[src/rtl/cbt_pkg.sv]
// package: register map, field layout and constants for the counter/timer channel
package cbt_pkg;

    // ******************************
    // register offsets
    // ******************************
    localparam logic [15:0] OFS_CONTROL    = 16'h0014;
    localparam logic [15:0] OFS_LATCH_LOW  = 16'h0015;
    localparam logic [15:0] OFS_LATCH_HIGH = 16'h0016;
    localparam logic [15:0] OFS_LATCH_LOAD = 16'h0017;

    // ******************************
    // control register fields
    // ******************************
    localparam int BIT_PRESCALE   = 2;
    localparam int BIT_VECTOR_RAM = 5;
    localparam int BIT_IRQ_ENABLE = 6;
    localparam int BIT_UNDERFLOW  = 7;
    localparam logic [7:0] CONTROL_WR_MASK = 8'h64;
    localparam logic [7:0] CONTROL_RESET   = 8'h00;
    localparam logic [15:0] COUNT_RESET    = 16'h0000;
    localparam logic [7:0]  BYTE_RESET     = 8'h00;

    // ******************************
    // timing
    // ******************************
    localparam int PRESCALE_DIV = 32;
    localparam int PRESCALE_W   = $clog2(PRESCALE_DIV);
    localparam logic [PRESCALE_W-1:0] PRESCALE_LAST = PRESCALE_W'(PRESCALE_DIV - 1);

    typedef enum logic [1:0] {
        MODE_INTERVAL = 2'b00,
        MODE_PULSE    = 2'b01,
        MODE_EVENT    = 2'b10,
        MODE_WIDTH    = 2'b11
    } cbt_mode_t;

    typedef struct packed {
        logic [15:0] addr;
        logic [7:0]  wdata;
        logic        wr;
        logic        rd;
    } cbt_bus_req_t;

endpackage : cbt_pkg

[src/rtl/cbt_pin_sync.sv]
// channel pin synchroniser with level and rising-edge outputs
`timescale 1ns/1ns
`default_nettype none
module cbt_pin_sync (
    input  wire logic clk_sys,
    input  wire logic resetn,
    input  wire logic pin_in,
    output logic      level_q,
    output logic      rise
);
    logic meta_q;
    logic prev_q;

    // edge taken only from the second stage
    always_ff @(posedge clk_sys or negedge resetn) begin
        if (!resetn) begin
            meta_q  <= 1'b0;
            level_q <= 1'b0;
            prev_q  <= 1'b0;
        end else begin
            meta_q  <= pin_in;
            level_q <= meta_q;
            prev_q  <= level_q;
        end
    end

    assign rise = level_q & ~prev_q;
endmodule : cbt_pin_sync
`default_nettype wire

[src/rtl/cbt_prescale.sv]
// shared divide-by-32 prescaler producing a one-cycle tick
`timescale 1ns/1ns
`default_nettype none
module cbt_prescale (
    input  wire logic clk_sys,
    input  wire logic resetn,
    output logic      tick_q
);
    logic [cbt_pkg::PRESCALE_W-1:0] div_q;

    // free running so both channels see the same phase
    always_ff @(posedge clk_sys or negedge resetn) begin
        if (!resetn) begin
            div_q  <= '0;
            tick_q <= 1'b0;
        end else begin
            div_q  <= div_q + 1'b1;
            tick_q <= (div_q == cbt_pkg::PRESCALE_LAST);
        end
    end
endmodule : cbt_prescale
`default_nettype wire

[src/rtl/cbt_top.sv]
// 16-bit down counter/timer channel with control register and pin logic
// Summary of operation
// - reset clears control bits 2, 5, 6; processor writes them at the control address.
// - control reads return bits 2 and 5-7; bits 0, 1, 3, 4 read zero.
// - prescale bit one counts on clock divided by 32, zero on undivided clock.
// - bit 5 routes an enabled interrupt through the RAM vector, else the ROM vector.
// - interrupt request asserts only while enable bit 6 and the underflow flag are set.
// - underflow flag sets when the counter is decremented while at zero.
// - reading the upper-latch-with-load address clears the underflow flag.
// - interval mode: upper latch write loads counter, then decrement per selected tick.
// - interval mode: zero pass sets flag, reloads from latch and keeps counting.
// - pulse mode: upper latch write drives pin low and starts counting.
// - pulse mode: pin toggles at each zero pass, giving a square wave.
// - pulse mode: each zero pass reloads the counter and sets the flag.
// - event mode: load on load-address write, decrement on each pin rising edge.
// - event mode: zero pass sets the flag and reloads in the same step.
// - width mode: decrement at selected rate only while pin low, hold while high.
// - width mode: zero pass sets flag and reloads; counting goes on while low.
// - one shared divide-by-32 prescaler, selected independently by each channel.
// - second channel supports interval mode only, with no pin output option; this channel runs all four modes and drives its pin in pulse mode.
// - load-address write copies both latch bytes to counter and clears the flag.
// - lower count read snapshots upper count byte; upper latch addresses read snapshot.
`timescale 1ns/1ns
`default_nettype none
module cbt_top (
    input  wire logic                  clk_sys,
    input  wire logic                  resetn,
    input  wire cbt_pkg::cbt_bus_req_t bus_req,
    input  wire cbt_pkg::cbt_mode_t    timer_mode,
    input  wire logic                  chan_b_pin_in,
    output logic [7:0]                 bus_rdata_q,
    output logic                       chan_b_pin_out_q,
    output logic                       chan_b_pin_oe_n_q,
    output logic                       chan_b_irq_line_q,
    output logic                       irq_ram_vector_q,
    output logic                       irq_rom_vector_q
);

    // ******************************
    // address decode
    // ******************************
    logic       wr_ctrl;
    logic       wr_low;
    logic       wr_high;
    logic       wr_load;
    logic       rd_ctrl;
    logic       rd_low;
    logic       rd_high;
    logic       rd_load;
    logic       hi_write;
    logic       do_load;

    function automatic logic hit(input cbt_pkg::cbt_bus_req_t r, input logic [15:0] ofs);
        return r.addr == ofs;
    endfunction : hit

    assign wr_ctrl = bus_req.wr & hit(bus_req, cbt_pkg::OFS_CONTROL);
    assign wr_low  = bus_req.wr & hit(bus_req, cbt_pkg::OFS_LATCH_LOW);
    assign wr_high = bus_req.wr & hit(bus_req, cbt_pkg::OFS_LATCH_HIGH);
    assign wr_load = bus_req.wr & hit(bus_req, cbt_pkg::OFS_LATCH_LOAD);
    assign rd_ctrl = bus_req.rd & hit(bus_req, cbt_pkg::OFS_CONTROL);
    assign rd_low  = bus_req.rd & hit(bus_req, cbt_pkg::OFS_LATCH_LOW);
    assign rd_high = bus_req.rd & hit(bus_req, cbt_pkg::OFS_LATCH_HIGH);
    assign rd_load = bus_req.rd & hit(bus_req, cbt_pkg::OFS_LATCH_LOAD);
    assign hi_write = wr_high | wr_load;

    // counted modes load on any upper latch write; input modes only on the load address
    always_comb begin
        unique case (timer_mode)
            cbt_pkg::MODE_INTERVAL: do_load = hi_write;
            cbt_pkg::MODE_PULSE:    do_load = hi_write;
            cbt_pkg::MODE_EVENT:    do_load = wr_load;
            cbt_pkg::MODE_WIDTH:    do_load = wr_load;
        endcase
    end

    // ******************************
    // shared prescaler and pin input
    // ******************************
    logic pre_tick;
    logic pin_level;
    logic pin_rise;

    cbt_prescale u_prescale (
        .clk_sys (clk_sys),
        .resetn  (resetn),
        .tick_q  (pre_tick)
    );

    cbt_pin_sync u_pin_sync (
        .clk_sys (clk_sys),
        .resetn  (resetn),
        .pin_in  (chan_b_pin_in),
        .level_q (pin_level),
        .rise    (pin_rise)
    );

    // ******************************
    // control register
    // ******************************
    logic [7:0] ctrl_q;
    logic       flag_q;
    logic       chan_b_prescale_sel;
    logic       chan_b_irq_enable;
    logic       vector_ram_sel;

    assign chan_b_prescale_sel = ctrl_q[cbt_pkg::BIT_PRESCALE];
    assign chan_b_irq_enable   = ctrl_q[cbt_pkg::BIT_IRQ_ENABLE];
    assign vector_ram_sel      = ctrl_q[cbt_pkg::BIT_VECTOR_RAM];

    // bits 0-1 of this channel have no storage
    always_ff @(posedge clk_sys or negedge resetn) begin
        if (!resetn) begin
            ctrl_q <= cbt_pkg::CONTROL_RESET;
        end else if (wr_ctrl) begin
            ctrl_q <= bus_req.wdata & cbt_pkg::CONTROL_WR_MASK;
        end
    end

    // ******************************
    // latch, counter and snapshot
    // ******************************
    logic [7:0]  latch_low_q;
    logic [7:0]  latch_high_q;
    logic [15:0] count_q;
    logic [7:0]  snap_q;
    logic        running_q;
    logic        rate_tick;
    logic        dec;
    logic        zero_pass;
    logic [15:0] latch_now;

    assign latch_now = {latch_high_q, latch_low_q};
    assign rate_tick = chan_b_prescale_sel ? pre_tick : 1'b1;

    always_comb begin
        unique case (timer_mode)
            cbt_pkg::MODE_INTERVAL: dec = running_q & rate_tick;
            cbt_pkg::MODE_PULSE:    dec = running_q & rate_tick;
            cbt_pkg::MODE_EVENT:    dec = running_q & pin_rise;
            cbt_pkg::MODE_WIDTH:    dec = running_q & rate_tick & ~pin_level;
        endcase
    end

    assign zero_pass = dec & (count_q == cbt_pkg::COUNT_RESET);

    always_ff @(posedge clk_sys or negedge resetn) begin
        if (!resetn) begin
            latch_low_q  <= cbt_pkg::BYTE_RESET;
            latch_high_q <= cbt_pkg::BYTE_RESET;
        end else begin
            if (wr_low) begin
                latch_low_q <= bus_req.wdata;
            end
            if (hi_write) begin
                latch_high_q <= bus_req.wdata;
            end
        end
    end

    // a load takes the freshly written upper byte, not the stale latch
    always_ff @(posedge clk_sys or negedge resetn) begin
        if (!resetn) begin
            count_q   <= cbt_pkg::COUNT_RESET;
            running_q <= 1'b0;
        end else if (do_load) begin
            count_q   <= {bus_req.wdata, latch_low_q};
            running_q <= 1'b1;
        end else if (zero_pass) begin
            count_q <= latch_now;
        end else if (dec) begin
            count_q <= count_q - 16'h0001;
        end
    end

    always_ff @(posedge clk_sys or negedge resetn) begin
        if (!resetn) begin
            snap_q <= cbt_pkg::BYTE_RESET;
        end else if (rd_low) begin
            snap_q <= count_q[15:8];
        end
    end

    // ******************************
    // underflow flag
    // ******************************
    // a zero pass in the same cycle as a clear keeps the flag set
    always_ff @(posedge clk_sys or negedge resetn) begin
        if (!resetn) begin
            flag_q <= 1'b0;
        end else if (zero_pass) begin
            flag_q <= 1'b1;
        end else if (rd_load | wr_load) begin
            flag_q <= 1'b0;
        end
    end

    // ******************************
    // read data
    // ******************************
    logic [7:0] rd_mux;

    always_comb begin
        rd_mux = 8'h00;
        if (rd_ctrl) begin
            rd_mux = ctrl_q & cbt_pkg::CONTROL_WR_MASK;
            rd_mux[cbt_pkg::BIT_UNDERFLOW] = flag_q;
        end else if (rd_low) begin
            rd_mux = count_q[7:0];
        end else if (rd_high | rd_load) begin
            rd_mux = snap_q;
        end
    end

    always_ff @(posedge clk_sys or negedge resetn) begin
        if (!resetn) begin
            bus_rdata_q <= 8'h00;
        end else if (bus_req.rd) begin
            bus_rdata_q <= rd_mux;
        end
    end

    // ******************************
    // pin output
    // ******************************
    // the pin is only driven in pulse mode; other modes leave it as an input
    always_ff @(posedge clk_sys or negedge resetn) begin
        if (!resetn) begin
            chan_b_pin_out_q  <= 1'b0;
            chan_b_pin_oe_n_q <= 1'b1;
        end else begin
            chan_b_pin_oe_n_q <= (timer_mode != cbt_pkg::MODE_PULSE);
            if (timer_mode == cbt_pkg::MODE_PULSE) begin
                if (do_load) begin
                    chan_b_pin_out_q <= 1'b0;
                end else if (zero_pass) begin
                    chan_b_pin_out_q <= ~chan_b_pin_out_q;
                end
            end
        end
    end

    // ******************************
    // interrupt request
    // ******************************
    logic irq_d;

    assign irq_d = chan_b_irq_enable & flag_q;

    always_ff @(posedge clk_sys or negedge resetn) begin
        if (!resetn) begin
            chan_b_irq_line_q <= 1'b0;
            irq_ram_vector_q  <= 1'b0;
            irq_rom_vector_q  <= 1'b0;
        end else begin
            chan_b_irq_line_q <= irq_d;
            irq_ram_vector_q  <= irq_d & vector_ram_sel;
            irq_rom_vector_q  <= irq_d & ~vector_ram_sel;
        end
    end
endmodule : cbt_top
`default_nettype wire

[config.mk]
export PLATFORM = sky130hd
export DESIGN_NAME = cbt_top
export DESIGN_NICKNAME = d
export VERILOG_FILES = /design/src/rtl/cbt_pkg.sv /design/src/rtl/cbt_pin_sync.sv /design/src/rtl/cbt_prescale.sv /design/src/rtl/cbt_top.sv
export SDC_FILE = /design/constraint.sdc
export NUM_CORES = 1
export LEC_CHECK = 0
export BUFFER_PORTS_ARGS = -buffer_cell sky130_fd_sc_hd__buf_2
export CAP_MARGIN = 0
export CORE_MARGIN = 4
export CORE_UTILIZATION = 40
export CTS_CLUSTER_SIZE = 30
export DETAILED_ROUTE_END_ITERATION = 7
export PLACE_DENSITY_LB_ADDON = 0.12
export SLEW_MARGIN = 20
export SYNTH_ARGS = -nofsm -noshare
export SYNTH_HDL_FRONTEND = slang
export SYNTH_HIERARCHICAL = 1
export SYNTH_SLANG_ARGS = --single-unit
[constraint.sdc]
create_clock -name clk_sys -period 2.31 [get_ports clk_sys]
set_clock_uncertainty 0.2 [all_clocks]
set_input_delay 0.462 -clock clk_sys [delete_from_list [all_inputs] [get_ports clk_sys]]
set_output_delay 0.462 -clock clk_sys [all_outputs]
set_load 0.01 [all_outputs]
==> results.md <==
* WS Path Type: flip-flop to flip-flop
* Synth area leader: dfrtp_1
* Die Width at 97.7 µm
* Max-Cap Viols at 0
* Slew Limit Fails at 0
* CTS clock-pin slew for the worst setup and hold paths at 70 ps
* Setup Total Neg Slack at 0 ps
* Switch share at 32.5%
* Type of the worst min-delay path: input port to flip-flop
* Total vias in the final route at 2,534
* Async SR Flop Fraction at 100%
* CP max-delay cell: or4_4
* Top-count cell post-synth: dfrtp_1
* Row cnt at 32
* # DRC at 0
* Placed cell areas at 0.00383 mm²
* Ant. Diodes at 0
* Relative slew margins at 55.7%
* Seq cells post-synth at 67
* DRT Pass-1 Iters at 4
* Core Region at 0.00777 mm²
* Worst slew pin tran at 665 ps
* Routability cong. at 0.919
* Layout cells sized above 1 at 36.5%
* TritonCTS clock tree: yes
* Synth warn at 6
* R2r startpoint: count_q[7]
* CP startpoint kind: flip-flop
* Combinational Power Share at 28.5%
* Crit path time final at 2290 ps
* Psw at 1.06 mW
* Initial antenna violation count at 0
* Net Count, Synth at 329
* Total Wirelength at 8.13 mm
* Worst-path fanout max at 3
* Placed cell count at 467
* PortBufs at 43
* Final ANT Viol Nets at 0
* Worst hold slack at 130 ps
* Clk buf depth at 2
* Reg2reg path depth at 4
* Gr ovfl total at 0
* Setup Viol. Count Final at 0
* Clk pwr share at 28.2%
* Seq/Total Area, Yosys at 52.2%
* GRT Overall Usage at 17.8%
* Layout Cells excl Fill at 486
* Die area at 0.00954 mm²
* Post-synth EDFFs at 0
* Clock latency on the worst-skew pair at 350 ps
* CTS H-tree depth at 3
* Multi-input gate area at 0.00141 mm²
* Root Driver: clkbuf_8
* Crit-path max cell delay at 540 ps
* Top cells by area, synth: dfrtp_1 51%, mux2_2 8.4%, o21ai_0 3.7%
* Inserted Clock Buffers at 9
* Critical-path cell list: or4_4, or3_4, or4_1, a31oi_1
* Synth top area share at 51.3%
* RSZ-0062 raised after global routing: yes
* PwrDens at 800 mW/mm²
* Max Freq at 0.437 GHz
* Syn Inst Count at 295
* Most frequent cells after synthesis: 66 x dfrtp_1, 24 x mux2_2, 24 x o21ai_0
* CTS sink count at 67
* Flop pwr share at 43.3%
* WHS Path Cells at 2
* Vert. Die Dim at 97.7 µm
* Drt wl/cell at 16.7 µm
* Final period utilization at 99.1%
* Worst Path Arrival at 2340 ps
* Reg-to-reg slack, setup at 20 ps
* Finished Cell Area at 0.00406 mm²
* Global-route wire length before repair at 13.3 mm
* Initial core utilization at 41.4%
* Post-DP HPWL at 6.25 mm
* Post-Syn Area per Cell at 10.9 µm²
* Vias in the first global route at 2,486
* IO Count at 44
* Worst Hold End: chan_b_pin_oe_n_q
* Filler Cells Inserted at 762
* Critical Path RT at 2370 ps
* Initial DRC count at 136
* FF-to-FF End: count_q[12]
* Synth Flop Type: dfrtp_1
* Netlist cell types at 60
* Layout Nets at 413
* Cell Area, Synth at 0.00322 mm²
* Hold path start: timer_mode[0]
* Critical Path End Type: flip-flop
* Largest net degree at the start of global routing at 29
* FF+latch area at 0.00168 mm²
* Via-to-Cell Ratio at 5.21
* Pint at 2.19 mW
* Hold Violations, Final at 0
* Pleak at 1.94 nW
* Status: finished, final reports clean
* Layout area overhead at 26.1%
* Peak VDD IR at 0.433 mV
logic make-up (layout without fill, tap and decap cells):
logic type / after synthesis / in the layout / synth area share (%)
compound gates: 71 / 71 / 15.6
xor+xnor: 7 / 7 / 1.91
fa+ha+maj: 3 / 3 / 1.17
buf+inv: 32 / 121 / 4.32
flops: 67 / 67 / 52.2
mux: 28 / 28 / 9.65
simple gates: 87 / 87 / 15.2
worst max-delay path, delay by kind of cell (launching register included):
| family | cells | cell delay (ps) |
|---|---|---|
| simple gates | 3 | 1440 |
| flops | 1 | 380 |
| compound gates | 1 | 190 |
flip-flops by register name (all words and copies together) (netlist names):
register            count
flag_q                  1
irq_rom_vector_q        1
chan_b_pin_oe_n_q       1
chan_b_irq_line_q       1
latch_low_q             8
u_prescale/tick_q       1
running_q               1
chan_b_pin_out_q        1
ctrl_q                  3
u_prescale/div_q        5
u_pin_sync/meta_q       1
count_q                16
bus_rdata_q             8
snap_q                  8
u_pin_sync/prev_q       1
latch_high_q            8
irq_ram_vector_q        1
u_pin_sync/level_q      1
cell usage in the layout, fill, tap and decap left out, types with 3 or more instances in the layout:
master	count
ha_1	3
nor3_1	5
inv_1	19
o21ai_0	24
buf_4	36
a2bb2oi_1	4
mux2_2	24
xnor2_1	3
or4_1	3
a21oi_1	4
mux2i_1	4
dfrtp_1	66
nor2_1	13
buf_12	3
a22o_1	4
nor4_1	4
clkinvlp_4	3
buf_2	43
clkbuf_8	11
o21ai_1	3
o22ai_1	4
xor2_1	4
a31oi_1	3
nand3_1	13
nand2_1	21
or2_2	3
area by class of cell:
cell class | count | share of cell area (%)
Clock buffer | 11 | 3.73
Clock inverter | 5 | 0.895
Inverter | 20 | 1.85
Multi-Input combinational cell | 196 | 34.8
Sequential cell | 67 | 41.4
Tap cell | 102 | 3.15
Timing Repair Buffer | 85 | 14.2
power groups by stage:
stage	logic [mW]	clock network [mW]	registers, mW
final	0.925	0.916	1.40
after global routing	1.02	0.999	1.43
after CTS	0.887	0.945	1.40
after detailed placement	0.883	0	1.43
after global placement	0.884	0	1.43
after floorplan	0.442	0	1.44
worst max-delay path by stage:
stage	slack [ps]	from	end
final	20	count_q[7]	count_q[12]
after global routing	-40	count_q[8]	count_q[12]
after CTS	4	count_q[6]	count_q[12]
after detailed placement	-50	bus_req[25]	count_q[3]
after global placement	-60	bus_req[25]	count_q[0]
after floorplan	40	count_q[6]	count_q[12]
layer usage:
metal / GRT usage, % / vias up / share of wire (%)
met5: 0 / - / 0
met4: 5.54 / 0 / 1.5
met3: 4.38 / 8 / 5.0
met2: 26.9 / 71 / 45
met1: 25.3 / 1210 / 49
li1: - / 1245 / -
per-stage QoR:
step                utilization [%]  setup WS (ps)  power, mW
global placement               49.3          -55.8       2.31
floorplan                         -           38.7       1.88
global route                   52.2          -40.2       3.45
CTS                            51.8           3.89       3.24
finish                         52.2           21.3       3.25
detailed placement             49.3          -45.7       2.31
what timing repair did:
action / CTS / global route
setup endpoints to repair: 0 / 8
resized for setup: 0 / 3
hold buffers: 1 / 1
buffers inserted: 0 / 1
hold endpoints to repair: 25 / 1
No activity file was read; power rests on OpenSTA's default activity.
